`src/pkg/scfg_pkg.sv`:
```
// scfg_pkg: register map, field positions, timing and types of the
// strap configuration and serial prom access block.
// assumes a 100 MHz core clock and a 16-bit register port.
`default_nettype none

package scfg_pkg;

  // register offsets, byte addresses on the register port
  localparam logic [7:0]  OFS_STRAP_CFG   = 8'h08;
  localparam logic [7:0]  OFS_ADDR_LOW    = 8'h10;
  localparam logic [7:0]  OFS_ADDR_MID    = 8'h12;
  localparam logic [7:0]  OFS_ADDR_HIGH   = 8'h14;
  localparam logic [7:0]  OFS_BUS_CLK     = 8'h20;
  localparam logic [7:0]  OFS_PROM_CTL    = 8'h22;

  // chip_strap_config field positions
  localparam int unsigned CFG_ENDIAN_BIT  = 10;
  localparam int unsigned CFG_PROM_BIT    = 9;
  localparam int unsigned CFG_BUS8_BIT    = 7;
  localparam int unsigned CFG_BUS16_BIT   = 6;
  localparam int unsigned CFG_SHARED_BIT  = 4;
  localparam int unsigned CFG_PKG48_BIT   = 1;

  // internal_bus_clock_control fields and reset value, and the station address reset value
  localparam int unsigned BUSCTL_DRIVE_BIT = 6;
  localparam int unsigned BUSCTL_DIV_LSB   = 0;
  localparam logic [15:0] BUSCTL_RESET     = 16'h0000;
  localparam logic [15:0] STATION_RESET    = 16'h0000;

  // serial_prom_control field positions
  localparam int unsigned PCTL_DIR_BIT    = 5;
  localparam int unsigned PCTL_EN_BIT     = 4;
  localparam int unsigned PCTL_DIN_BIT    = 3;
  localparam int unsigned PCTL_DOUT_BIT   = 2;
  localparam int unsigned PCTL_SCK_BIT    = 1;
  localparam int unsigned PCTL_CS_BIT     = 0;

  // three-wire read frame: start bit, opcode, 6-bit word address,
  // one dummy zero, then 16 data bits
  localparam logic [2:0]  PROM_READ_OP    = 3'h6;
  localparam logic [5:0]  PROM_FIRST_WORD = 6'h01;
  localparam logic [1:0]  PROM_LAST_IDX   = 2'h2;
  localparam logic [4:0]  PROM_HDR_BITS   = 5'h09;
  localparam logic [4:0]  PROM_LAST_BIT   = 5'h19;

  // serial clock half period, a least time, rounded up
  localparam int unsigned CLK_MHZ         = 100;
  localparam int unsigned PROM_HALF_NS    = 250;
  localparam int unsigned PROM_HALF_CYC   = (PROM_HALF_NS * CLK_MHZ + 999) / 1000;
  localparam logic [7:0]  PROM_HALF_LAST  = 8'(PROM_HALF_CYC - 1);

  typedef struct packed {
    logic [7:0]  addr;
    logic [15:0] wdata;
    logic        wr;
    logic        rd;
  } scfg_bus_req_t;

  typedef struct packed {
    logic dir;
    logic en;
    logic dout;
    logic sck;
    logic cs;
  } scfg_prom_ctl_t;

  typedef enum logic [3:0] {
    ST_STRAP = 4'b0001,
    ST_SHIFT = 4'b0010,
    ST_GAP   = 4'b0100,
    ST_IDLE  = 4'b1000
  } scfg_state_t;

endpackage : scfg_pkg

`default_nettype wire

```
`src/rtl/scfg_top.sv`:
```
// scfg_top: strap capture, station address auto-load from a serial
// prom, bus clock / pad settings and bit-level prom pin access.
// assumes a synchronous register port and pins already synchronous.
//
// The address-and-strobe port was left to the implementer.
`timescale 1ns/1ps
`default_nettype none

module scfg_top (
  input  wire logic                   i_clock,
  input  wire logic                   i_rst,
  input  wire scfg_pkg::scfg_bus_req_t i_bus,
  output logic [15:0]                 o_rdata,
  input  wire logic                   i_port_led_strap_pin,
  input  wire logic                   i_shared_bus_strap,
  input  wire logic                   i_package_48pin_bond,
  input  wire logic                   i_prom_data_pin,
  output logic                        o_prom_data_pin,
  output logic                        o_prom_data_oe,
  input  wire logic                   i_prom_serial_clock_pin,
  output logic                        o_prom_serial_clock_pin,
  output logic                        o_prom_serial_clock_oe,
  output logic                        o_prom_chip_select_pin,
  output logic                        o_autoload_busy,
  output logic                        o_drive_strength_16ma,
  output logic [1:0]                  o_bus_clock_div
);

  scfg_pkg::scfg_state_t    state;
  scfg_pkg::scfg_prom_ctl_t ctl;
  logic [15:0]              cfg;
  logic [15:0]              station [3];
  logic [15:0]              bus_ctl;
  logic [7:0]               timer;
  logic                     sk_hi;
  logic [4:0]               bit_cnt;
  logic [1:0]               word_idx;
  logic [8:0]               out_sh;
  logic [15:0]              in_sh;
  logic                     half_done;
  logic                     load_store;
  logic                     next_cs;
  logic                     next_sk;
  logic                     next_sk_oe;
  logic                     next_dout;
  logic                     next_doe;

  // maps a port address onto a station register index, 3 when no match
  function automatic logic [1:0] station_index(input logic [7:0] addr);
    case (addr)
      scfg_pkg::OFS_ADDR_LOW:  station_index = 2'h0;
      scfg_pkg::OFS_ADDR_MID:  station_index = 2'h1;
      scfg_pkg::OFS_ADDR_HIGH: station_index = 2'h2;
      default:                 station_index = 2'h3;
    endcase
  endfunction : station_index

  // read frame header for a given station word
  function automatic logic [8:0] read_header(input logic [1:0] idx);
    read_header = {scfg_pkg::PROM_READ_OP, 6'(scfg_pkg::PROM_FIRST_WORD + 6'(idx))};
  endfunction : read_header

  assign half_done  = (timer == scfg_pkg::PROM_HALF_LAST);
  // last data bit was sampled on the final rising edge; store on the falling one
  assign load_store = (state == scfg_pkg::ST_SHIFT) && half_done && sk_hi
                      && (bit_cnt == scfg_pkg::PROM_LAST_BIT);

  // straps are caught one edge after reset release, pins still released
  always_ff @(posedge i_clock or posedge i_rst) begin
    if (i_rst) begin
      cfg <= 16'h0000;
    end else if (state == scfg_pkg::ST_STRAP) begin
      cfg                           <= 16'h0000;
      cfg[scfg_pkg::CFG_ENDIAN_BIT] <= i_prom_serial_clock_pin;
      cfg[scfg_pkg::CFG_PROM_BIT]   <= i_prom_data_pin;
      cfg[scfg_pkg::CFG_BUS8_BIT]   <= i_port_led_strap_pin;
      cfg[scfg_pkg::CFG_BUS16_BIT]  <= ~i_port_led_strap_pin;
      cfg[scfg_pkg::CFG_SHARED_BIT] <= i_shared_bus_strap;
      cfg[scfg_pkg::CFG_PKG48_BIT]  <= i_package_48pin_bond;
    end
  end

  // auto-load sequencer
  always_ff @(posedge i_clock or posedge i_rst) begin
    if (i_rst) begin
      state <= scfg_pkg::ST_STRAP;
    end else begin
      unique case (state)
        scfg_pkg::ST_STRAP: begin
          state <= i_prom_data_pin ? scfg_pkg::ST_SHIFT : scfg_pkg::ST_IDLE;
        end
        scfg_pkg::ST_SHIFT: begin
          if (load_store) begin
            state <= scfg_pkg::ST_GAP;
          end
        end
        scfg_pkg::ST_GAP: begin
          if (half_done) begin
            state <= (word_idx == scfg_pkg::PROM_LAST_IDX) ? scfg_pkg::ST_IDLE
                                                           : scfg_pkg::ST_SHIFT;
          end
        end
        scfg_pkg::ST_IDLE: begin
          state <= scfg_pkg::ST_IDLE;
        end
      endcase
    end
  end

  always_ff @(posedge i_clock or posedge i_rst) begin
    if (i_rst) begin
      timer <= 8'h00;
    end else if (state == scfg_pkg::ST_SHIFT || state == scfg_pkg::ST_GAP) begin
      timer <= half_done ? 8'h00 : 8'(timer + 8'h01);
    end else begin
      timer <= 8'h00;
    end
  end

  // serial clock phase and bit position within a frame
  always_ff @(posedge i_clock or posedge i_rst) begin
    if (i_rst) begin
      sk_hi   <= 1'b0;
      bit_cnt <= 5'h00;
    end else if (state == scfg_pkg::ST_SHIFT) begin
      if (half_done) begin
        sk_hi <= ~sk_hi;
        if (sk_hi) begin
          bit_cnt <= 5'(bit_cnt + 5'h01);
        end
      end
    end else begin
      sk_hi   <= 1'b0;
      bit_cnt <= 5'h00;
    end
  end

  always_ff @(posedge i_clock or posedge i_rst) begin
    if (i_rst) begin
      word_idx <= 2'h0;
    end else if (state == scfg_pkg::ST_GAP && half_done) begin
      word_idx <= 2'(word_idx + 2'h1);
    end
  end

  // command shifts out msb first, changing only while the clock is low
  always_ff @(posedge i_clock or posedge i_rst) begin
    if (i_rst) begin
      out_sh <= 9'h000;
    end else if (state == scfg_pkg::ST_STRAP) begin
      out_sh <= read_header(2'h0);
    end else if (state == scfg_pkg::ST_GAP && half_done) begin
      out_sh <= read_header(2'(word_idx + 2'h1));
    end else if (state == scfg_pkg::ST_SHIFT && half_done && sk_hi) begin
      out_sh <= {out_sh[7:0], 1'b0};
    end
  end

  always_ff @(posedge i_clock or posedge i_rst) begin
    if (i_rst) begin
      in_sh <= 16'h0000;
    end else if (state == scfg_pkg::ST_SHIFT && half_done && !sk_hi) begin
      in_sh <= {in_sh[14:0], i_prom_data_pin};
    end
  end

  // a finished prom word beats a software write to the same register
  always_ff @(posedge i_clock or posedge i_rst) begin
    if (i_rst) begin
      for (int i = 0; i < 3; i++) begin
        station[i] <= scfg_pkg::STATION_RESET;
      end
    end else begin
      for (int i = 0; i < 3; i++) begin
        if (load_store && word_idx == 2'(i)) begin
          station[i] <= in_sh;
        end else if (i_bus.wr && station_index(i_bus.addr) == 2'(i)) begin
          station[i] <= i_bus.wdata;
        end
      end
    end
  end

  always_ff @(posedge i_clock or posedge i_rst) begin
    if (i_rst) begin
      bus_ctl <= scfg_pkg::BUSCTL_RESET;
    end else if (i_bus.wr && i_bus.addr == scfg_pkg::OFS_BUS_CLK) begin
      bus_ctl <= i_bus.wdata;
    end
  end

  assign o_drive_strength_16ma = bus_ctl[scfg_pkg::BUSCTL_DRIVE_BIT];
  assign o_bus_clock_div = bus_ctl[scfg_pkg::BUSCTL_DIV_LSB +: 2];

  always_ff @(posedge i_clock or posedge i_rst) begin
    if (i_rst) begin
      ctl <= '0;
    end else if (i_bus.wr && i_bus.addr == scfg_pkg::OFS_PROM_CTL) begin
      ctl.dir  <= i_bus.wdata[scfg_pkg::PCTL_DIR_BIT];
      ctl.en   <= i_bus.wdata[scfg_pkg::PCTL_EN_BIT];
      ctl.dout <= i_bus.wdata[scfg_pkg::PCTL_DOUT_BIT];
      ctl.sck  <= i_bus.wdata[scfg_pkg::PCTL_SCK_BIT];
      ctl.cs   <= i_bus.wdata[scfg_pkg::PCTL_CS_BIT];
    end
  end

  // read data stand only in the cycle after the strobe; unmapped reads give zero
  always_ff @(posedge i_clock or posedge i_rst) begin
    if (i_rst) begin
      o_rdata <= 16'h0000;
    end else if (i_bus.rd) begin
      o_rdata <= 16'h0000;
      case (i_bus.addr)
        scfg_pkg::OFS_STRAP_CFG: o_rdata <= cfg;
        scfg_pkg::OFS_ADDR_LOW,
        scfg_pkg::OFS_ADDR_MID,
        scfg_pkg::OFS_ADDR_HIGH: o_rdata <= station[station_index(i_bus.addr)];
        scfg_pkg::OFS_BUS_CLK:   o_rdata <= bus_ctl;
        scfg_pkg::OFS_PROM_CTL: begin
          o_rdata[scfg_pkg::PCTL_EN_BIT]   <= ctl.en;
          o_rdata[scfg_pkg::PCTL_DIN_BIT]  <= i_prom_data_pin;
          o_rdata[scfg_pkg::PCTL_DOUT_BIT] <= ctl.dout;
          o_rdata[scfg_pkg::PCTL_SCK_BIT]  <= ctl.sck;
          o_rdata[scfg_pkg::PCTL_CS_BIT]   <= ctl.cs;
        end
        default: o_rdata <= 16'h0000;
      endcase
    end else begin
      o_rdata <= 16'h0000;
    end
  end

  // pin owner: strap window releases all, auto-load, then software if enabled
  always_comb begin
    next_cs    = 1'b0;
    next_sk    = 1'b0;
    next_sk_oe = (state != scfg_pkg::ST_STRAP);
    next_dout  = 1'b0;
    next_doe   = 1'b0;
    if (state == scfg_pkg::ST_SHIFT) begin
      next_cs   = 1'b1;
      next_sk   = sk_hi;
      next_dout = out_sh[8];
      next_doe  = (bit_cnt < scfg_pkg::PROM_HDR_BITS);
    end else if (state == scfg_pkg::ST_IDLE && ctl.en) begin
      next_cs   = ctl.cs;
      next_sk   = ctl.sck;
      next_dout = ctl.dout;
      next_doe  = ctl.dir;
    end
  end

  always_ff @(posedge i_clock or posedge i_rst) begin
    if (i_rst) begin
      o_prom_chip_select_pin  <= 1'b0;
      o_prom_serial_clock_pin <= 1'b0;
      o_prom_serial_clock_oe  <= 1'b0;
      o_prom_data_pin         <= 1'b0;
      o_prom_data_oe          <= 1'b0;
      o_autoload_busy         <= 1'b0;
    end else begin
      o_prom_chip_select_pin  <= next_cs;
      o_prom_serial_clock_pin <= next_sk;
      o_prom_serial_clock_oe  <= next_sk_oe;
      o_prom_data_pin         <= next_dout;
      o_prom_data_oe          <= next_doe;
      o_autoload_busy         <= (state == scfg_pkg::ST_SHIFT || state == scfg_pkg::ST_GAP);
    end
  end
endmodule : scfg_top

`default_nettype wire

```
`config.mk`:
```
export PLATFORM = sky130hd
export DESIGN_NAME = scfg_top
export DESIGN_NICKNAME = d
export VERILOG_FILES = /design/src/pkg/scfg_pkg.sv /design/src/rtl/scfg_top.sv
export SDC_FILE = /design/constraint.sdc
export NUM_CORES = 1
export LEC_CHECK = 0
export BUFFER_PORTS_ARGS = -buffer_cell sky130_fd_sc_hd__buf_4
export CAP_MARGIN = 20
export CORE_MARGIN = 2
export CORE_UTILIZATION = 45
export DETAILED_ROUTE_END_ITERATION = 6
export GPL_ROUTABILITY_DRIVEN = 1
export GPL_TIMING_DRIVEN = 0
export HOLD_SLACK_MARGIN = 0.06
export SLEW_MARGIN = 20
export SYNTH_ARGS = -nofsm -noshare
export SYNTH_HDL_FRONTEND = slang
export SYNTH_SLANG_ARGS = --single-unit
```
`constraint.sdc`:
```
create_clock -name i_clock -period 6.15 [get_ports i_clock]
set_input_delay 1.23 -clock i_clock [delete_from_list [all_inputs] [get_ports i_clock]]
set_output_delay 1.23 -clock i_clock [all_outputs]
set_load 0.005 [all_outputs]
```
Yosys cells after proc, flatten, opt, wreduce, memory -nomap -nowiden
Index checks and enable logic that the tools add are counted.

Add/subtract/negate cells: 4. $lt $le $gt $ge: 2. Equal/unequal tests: 21. Mux-type cells: 41. Bitwise gates (word level): 3. Reductions and logical operators: 25.

Operators by type and width (count): $mux 16 (9); $pmux 11 s3 (1); $bmux 16 s2 (1); $eq 8x5->1 const B (4); $mux 9 (3); $pmux 5 s4 (1); $eq 8x6->1 const B (2); $mux 4 (4); $mux 8 (2); $pmux 4 s4 (1); $mux 5 (3); $logic_and 1x1->1 (14); $mux 1 (10); $mux 2 (5); $add 8x1->8 const B (1); $eq 8x4->1 const B (1); $ne 2x2->1 const B (4); $pmux 2 s3 (1); $reduce_bool 2->1 (3); $add 5x1->5 const B (1); $eq 5x5->1 const B (1); $lt 5x4->1 const B (1); $eq 2x1->1 const B (2); $eq 2x2->1 const B (2); 16 further kinds (19).

Register bits: 142. Bits of input ports: 33. Logic and storage cells: 120.

Logic depth before layout (Yosys ltp)
Gate-level depths: netlist of run 1.

Word-level depth: 10. Mapped depth: 7. Depth with buffers taken out: 6.

Worst setup path after synthesis of run 1
OpenSTA, ideal clock, no wires.

Path type: input-to-reg. From: input port i_bus[23] in the netlist's numbering. To: register station[16] in the netlist's numbering. Setup time: 125 ps. Arrival: 2875 ps. Setup slack: 3150 ps. Cell stages on the path: 7. Buffers on the path: 3. Cells stage by stage: buf_2 > nor4b_4 > and4_1 > buf_2 > buf_4 > mux2_2 > mux2_4.

Cells in the longest elaborated chain, start to end: 6.

Ends and longest elaborated chain: from (decl) (line scfg_top.sv:12) `input wire scfg_pkg::scfg_bus_req_t i_bus,`; $eq 8x5->1 (line scfg_top.sv:50) `case (addr)`; $pmux 2 s3 (*) (line scfg_top.sv:50); $mux 2 (*) (line scfg_top.sv:175) `if (load_store && word_idx == 2'(i)) begin`; $eq 2x1->1 (*) (line scfg_top.sv:177) `end else if (i_bus.wr && station_index(i_bus.addr) == 2'(i)) begin`; $logic_and 1x1->1 (*) (line scfg_top.sv:177); $reduce_bool 2->1 (no line) (*); to (signal, indexed assignment) (line scfg_top.sv:171) `station[i] <= scfg_pkg::STATION_RESET;`; to (signal, indexed assignment) (line scfg_top.sv:176) `station[i] <= in_sh;`; to (signal, indexed assignment) (line scfg_top.sv:178) `station[i] <= i_bus.wdata;`; to (decl) (line scfg_top.sv:32) `logic [15:0] station [3];`.

Mark *: on every way between the ends. The rest lies on a longest branch, timed or not. The select of a mux whose other input is x is not followed. A chain may end at the register's enable or synchronous reset.

Worst setup path in the final report of run 1
From: input port i_bus[20] in the netlist's numbering. To: register station[34] in the netlist's numbering.

Cells in the longest elaborated chain, start to end: 6.

Ends and longest elaborated chain (line): $eq 8x5->1 (scfg_top.sv:50); $pmux 2 s3 (*) (scfg_top.sv:50); $mux 2 (*) (scfg_top.sv:175); $logic_not 2->1 (*) (scfg_top.sv:177); $logic_and 1x1->1 (*) (scfg_top.sv:177); $reduce_bool 2->1 (no line) (*).

Marked as above.

==> results.sh, run 1 <==
export IMPL_cts_made_buffers=17
export IMPL_drc=0
export IMPL_clk_latency_ns=0.42
export IMPL_gr_total_overflow=0
export IMPL_syn2layout_area_growth_pct=18.8
export IMPL_drtIter0Drc=305
export IMPL_synth_main_ff_cell="dfrtp_1"
export IMPL_ir_worst_vdd_mv=0.201
export IMPL_hold_path_class="reg -> reg"
export IMPL_synth_top_cells_by_area="dfrtp_1 (49%), mux2_2 (19%), mux2_4 (6.3%)"
export IMPL_outcome="completed"
export IMPL_setup_viol=0
export IMPL_ioPinCount=58
export IMPL_rsz0062_at_grt="no"
export IMPL_ys_warn_count=0
export IMPL_tns_ns=0
export IMPL_synth_top_area_cell="dfrtp_1"
export IMPL_ys_seq_area_share_pct=49.5
export IMPL_synth_nets=599
export IMPL_max_freq_mhz=320
export IMPL_cp_required_ns=6.45
export IMPL_clockBufferDepth=2
export IMPL_max_cap_viol_count=0
export IMPL_drv_slew=0
export IMPL_total_power_mw=2.28
export IMPL_dieArea_um2=17000
export IMPL_whs_ns=0.497
export IMPL_wirelength_um=17700
export IMPL_wl_per_cell_um=20.5
export IMPL_crit_path_end_kind="flip-flop"
export IMPL_gp_congestion=0.867
export IMPL_diodes=0
export IMPL_grt_use_total_pct=21.8
export IMPL_nets=673
export IMPL_placed_area_um2=7910
export IMPL_fp_dieH_um=130
export IMPL_worst_pin_slew_ns=1.00
export IMPL_detail_route_antenna_nets=0
export IMPL_cts_hold_buf=0
export IMPL_powerDensity_nw_per_um2=267
export IMPL_syn_area_per_cell_um2=12.9
export IMPL_skew_ns=0.0111
export IMPL_grt_max_degree=82
export IMPL_first_pass_iters=5
export IMPL_synth_top_area_share_pct=49.1
export IMPL_synth_edf_count=0
export IMPL_syn_inst=559
export IMPL_place_inst=830
export IMPL_hold_path_depth=1
export IMPL_max_slew_margin_rel_pct=33.1
export IMPL_numClockSinks=142
export IMPL_worst_r2r_path_depth=5
export IMPL_initial_core_util_pct=45.6
export IMPL_cts_tree="built"
export IMPL_viasPerCell=5.56
export IMPL_grt_pass1_vias=4886
export IMPL_critPathMaxFanout=10
export IMPL_htreeDepth=4
export IMPL_worst_setup_path_start_kind="input pin"
export IMPL_antenna_found_initial=0
export IMPL_ctsResizeCount=0
export IMPL_synthArstFlopShare_pct=100
export IMPL_crit_type="in -> reg"
export IMPL_rows=46
export IMPL_synth_area_um2=7190
export IMPL_fin_crit_sh_pct=50.8
export IMPL_leakage_nw=4.14
export IMPL_detailed_place_hpwl_um=12100
export IMPL_die_w_um=130
export IMPL_period_minus_slack_ns=3.12
export IMPL_final_area_um2=8540
export IMPL_ys_types=60
export IMPL_hold_viol=0
export IMPL_core_area_um2=15800
export IMPL_final_cells=862
export IMPL_grt_pass1_wl_um=27500
export IMPL_worst_setup_hold_path_clk_slew_ns=0.06
export IMPL_cts_setup_buffers=0
export IMPL_via_count=4791
export IMPL_drive_above_1_share_pct=42.9
export IMPL_port_buffers=54
export IMPL_cts_root_buf="clkbuf_16"
export IMPL_synth_seq_cells=142
export IMPL_crit_arrival_ns=3.42
## worst max-delay path: stages
cell and delay, ns:
buf_4 0.10, buf_1 0.51, nor2_1 0.20, nand4_2 0.32, buf_2 0.40, mux2_2 0.39
mux2_4 0.25
## routing by layer
metal | routed length [µm] | global-route usage [%] | vias to the layer above | share of wire, %
li1 | - | - | 2200 | -
met1 | 8460 | 31.1 | 2453 | 48
met2 | 8060 | 32.9 | 128 | 46
met3 | 934 | 6.07 | 10 | 5.3
met4 | 195 | 5.82 | 0 | 1.1
met5 | 0 | 0 | - | 0
## registers in the layout, indices dropped and copies added (netlist names), 6 cells and up
register and count:
timer 8, o_rdata 16, cfg 6, in_sh 16
station 48, out_sh 9, bus_ctl 16
## Yosys cell counts, drive strengths merged (2+ instances only)
library cell  instances
mux2                152
o31ai                 2
clkbuf               12
nand3b                3
dfrtp               141
and3                  7
or3b                  2
nor3                 11
a22o                  2
nand2                30
and2                  2
ha                    7
xor2                  7
nand3                 8
nor4b                 6
a21oi                 9
a22oi                28
inv                   9
o21ai                 9
nor2                 27
or4b                  4
a31oi                 3
o2bb2ai               4
nor2b                 5
or3                   2
and4                  3
buf                  19
xnor2                 6
a2111oi               2
nor4                  3
nand4                 7
mux2i                14
## area by class of cell
cell class                 count  area [µm²]
sequential                   142        3550
fill                        1362        7230
inverter                       9        41.3
clock inverter                 9         130
timing repair buffer          55         433
clock buffer                  23         498
buffer                        31         173
multi-input combinational    377        3440
tap                          216         270
## layout by cell type (no fill, tap or decap), types with 8 or more instances in the layout
cell | Yosys | routed
a22oi_1 | 28 | 28
mux2i_1 | 14 | 14
nor3_1 | 8 | 8
clkbuf_1 | 12 | 13
nor2_1 | 27 | 27
o21ai_0 | 8 | 8
mux2_2 | 122 | 122
dfrtp_1 | 141 | 141
inv_1 | 9 | 8
nand2_1 | 30 | 30
clkbuf_16 | 0 | 17
nand3_1 | 8 | 8
buf_4 | 7 | 61
mux2_4 | 30 | 30
a21oi_1 | 9 | 9
## report_power, final
group	internal [mW]	total (mW)	switching, mW	leakage (nW)
sequential	0.982	1.01	0.0320	1.93
clock	0.692	1.08	0.391	0.310
combinational	0.0921	0.181	0.0893	1.91
total	1.77	2.28	0.512	4.14
## per-stage QoR
stage	util, %	setup slack, ns
floorplan	-	1.11
global placement	49.9	-0.448
detailed placement	50.1	2.63
CTS	54.1	3.07
global route	54.2	2.93
finish	54.2	3.03
## worst paths after layout
check                                start     endpoint  slack (ns)
worst max-delay path             i_bus[20]  station[34]        3.03
worst min-delay path            bus_ctl[2]   bus_ctl[2]        0.50
worst max register to register    timer[7]     in_sh[3]        3.52
worst min register to register  bus_ctl[2]   bus_ctl[2]        0.50
max in group asynchronous            i_rst     state[0]        4.53
min in group asynchronous            i_rst       cfg[6]        0.83
## cell families after synthesis
| family | after synthesis | share of synthesized area (%) |
|---|---|---|
| and+or+nand+nor | 125 | 11.2 |
| AOI/OAI and AO/OA | 65 | 6.30 |
| xor gates and xnor gates | 13 | 1.58 |
| adders and majority gates | 7 | 1.22 |
| other | 1 | 0.0522 |
| buffers and inverters | 40 | 2.87 |
| muxes | 166 | 27.3 |
| DFF | 142 | 49.5 |
(Power assumes the default switching activity.)
==> run 2, diff against run 1 <==
==> constraint.sdc (replaced) <==
create_clock -name i_clock -period 3.2 [get_ports i_clock]
set_input_delay 0.64 -clock i_clock [delete_from_list [all_inputs] [get_ports i_clock]]
set_output_delay 0.64 -clock i_clock [all_outputs]
set_load 0.005 [all_outputs]
==> results.sh, run 2 (synthesis results as in run 1) <==
export IMPL_ioPinCount=58
export IMPL_combPwrFrac_pct=8.2
export IMPL_cts_root_buf="clkbuf_16"
export IMPL_drv_slew=0
export IMPL_dieArea_um2=17000
export IMPL_numClockSinks=142
export IMPL_grt_max_degree=33
export IMPL_gr_total_overflow=0
export IMPL_rows=46
export IMPL_hold_viol=0
export IMPL_drtIter0Drc=262
export IMPL_nets=676
export IMPL_grt_pass1_wl_um=27400
export IMPL_nFillCells=1404
export IMPL_power_internal_mw=3.31
export IMPL_cts_made_buffers=17
export IMPL_layout_common_cells="dfrtp_1 (141), mux2_2 (122), buf_4 (61)"
export IMPL_leakage_nw=4.13
export IMPL_switchingPower_mw=0.980
export IMPL_wl_met1_um=8350
export IMPL_rsz0062_at_grt="no"
export IMPL_wl_met3_um=797
export IMPL_grt_pass1_vias=4853
export IMPL_whs_ns=0.284
export IMPL_skew_ns=0.0108
export IMPL_clockBufferDepth=2
export IMPL_final_cells=864
export IMPL_drc=0
export IMPL_first_pass_iters=6
export IMPL_worst_pin_slew_ns=1.02
export IMPL_drive_above_1_share_pct=42.7
export IMPL_largest_reg_flops=48
export IMPL_power_frac_clock_pct=46.3
export IMPL_cts_setup_buffers=0
export IMPL_routed_wl_met2_um=7970
export IMPL_clk_latency_ns=0.43
export IMPL_fin_crit_sh_pct=91.2
export IMPL_die_w_um=130
export IMPL_cp_required_ns=3.51
export IMPL_ctsResizeCount=0
export IMPL_worst_setup_path_start_kind="flip-flop"
export IMPL_regMostFlops="station"
export IMPL_grt_use_total_pct=21.9
export IMPL_ir_worst_vdd_mv=0.397
export IMPL_sw_frac_of_total_pct=22.9
export IMPL_critPathMaxFanout=10
export IMPL_detailed_place_hpwl_um=12200
export IMPL_cts_tree="built"
export IMPL_outcome="completed"
export IMPL_crit_arrival_ns=3.22
export IMPL_via_count=4655
export IMPL_place_inst=833
export IMPL_fp_dieH_um=130
export IMPL_max_freq_mhz=343
export IMPL_setup_viol=0
export IMPL_gp_congestion=0.885
export IMPL_core_area_um2=15800
export IMPL_port_buffers=54
export IMPL_max_slew_margin_rel_pct=31.0
export IMPL_max_cap_viol_count=0
export IMPL_final_common_cell="dfrtp_1"
export IMPL_htreeDepth=4
export IMPL_period_minus_slack_ns=2.92
export IMPL_powerDensity_nw_per_um2=502
export IMPL_initial_core_util_pct=45.6
export IMPL_power_frac_seq_pct=45.4
export IMPL_cts_hold_buf=0
export IMPL_antenna_found_initial=1
export IMPL_syn2layout_area_growth_pct=18.8
export IMPL_viasPerCell=5.39
export IMPL_crit_type="reg -> reg"
export IMPL_hold_path_class="in -> async"
export IMPL_top_layer="met4"
export IMPL_worst_setup_hold_path_clk_slew_ns=0.06
export IMPL_diodes=0
export IMPL_wirelength_um=17200
export IMPL_wl_per_cell_um=20.0
export IMPL_detail_route_antenna_nets=0
export IMPL_crit_path_end_kind="flip-flop"
-- run 2: stage by stage --
step	setup TNS [ns]	power, mW	area [µm²]	utilization [%]	setup WS [ns]
2_1_floorplan	0	2.19	7190	-	0.784
3_3_place_gp	-9.86	2.31	7870	49.9	-0.0768
3_5_place_dp	0	2.33	7950	50.4	0.309
4_1_cts	0	4.33	8540	54.1	0.288
5_1_grt	0	4.46	8540	54.1	0.0583
6_report	0	4.29	8540	54.1	0.283
-- run 2: path summary, 6_finish.rpt --
kind | from | end | slack (ns) | depth (start not counted)
max in group asynchronous | i_rst | bus_ctl[8] | 2.13 | 4
min in group i_clock | i_port_led_strap_pin | cfg[6] | 0.40 | 2
min reg2reg | bus_ctl[2] | bus_ctl[2] | 0.50 | 1
max reg2reg | timer[2] | in_sh[2] | 0.28 | 5
max | timer[2] | in_sh[2] | 0.28 | 5
min | i_rst | cfg[1] | 0.28 | 2
-- run 2: layout make-up --
class / instances / area [µm²] / share of cell area (%)
tap: 216 / 270 / 3.17
multi-input combinational: 377 / 3430 / 40.1
buffer: 31 / 173 / 2.02
inverter: 9 / 37.5 / 0.440
timing repair buffer: 58 / 485 / 5.69
sequential: 142 / 3550 / 41.6
clock buffer: 20 / 447 / 5.23
clock inverter: 11 / 143 / 1.67
-- run 2: power groups by stage --
stage / clock (mW) / combinational (mW) / sequential [mW]
final: 1.99 / 0.353 / 1.95
after global routing: 2.11 / 0.390 / 1.96
after CTS: 2.02 / 0.357 / 1.95
after detailed placement: 0 / 0.355 / 1.98
after global placement: 0 / 0.331 / 1.98
after floorplan: 0 / 0.236 / 1.95
-- run 2: worst max-delay path, cell delays in order (launching register included) --
cell     delay [ns]
dfrtp_1        0.44
nor4b_1        0.86
nand2_1        0.37
nor3_4         0.48
buf_4          0.29
mux2_2         0.35
-- run 2: per-layer routing --
layer	vias up	GRT usage [%]
met1	2361	31.6
met2	88	33.4
met3	9	5.74
met5	-	0
met4	0	5.26
li1	2197	-
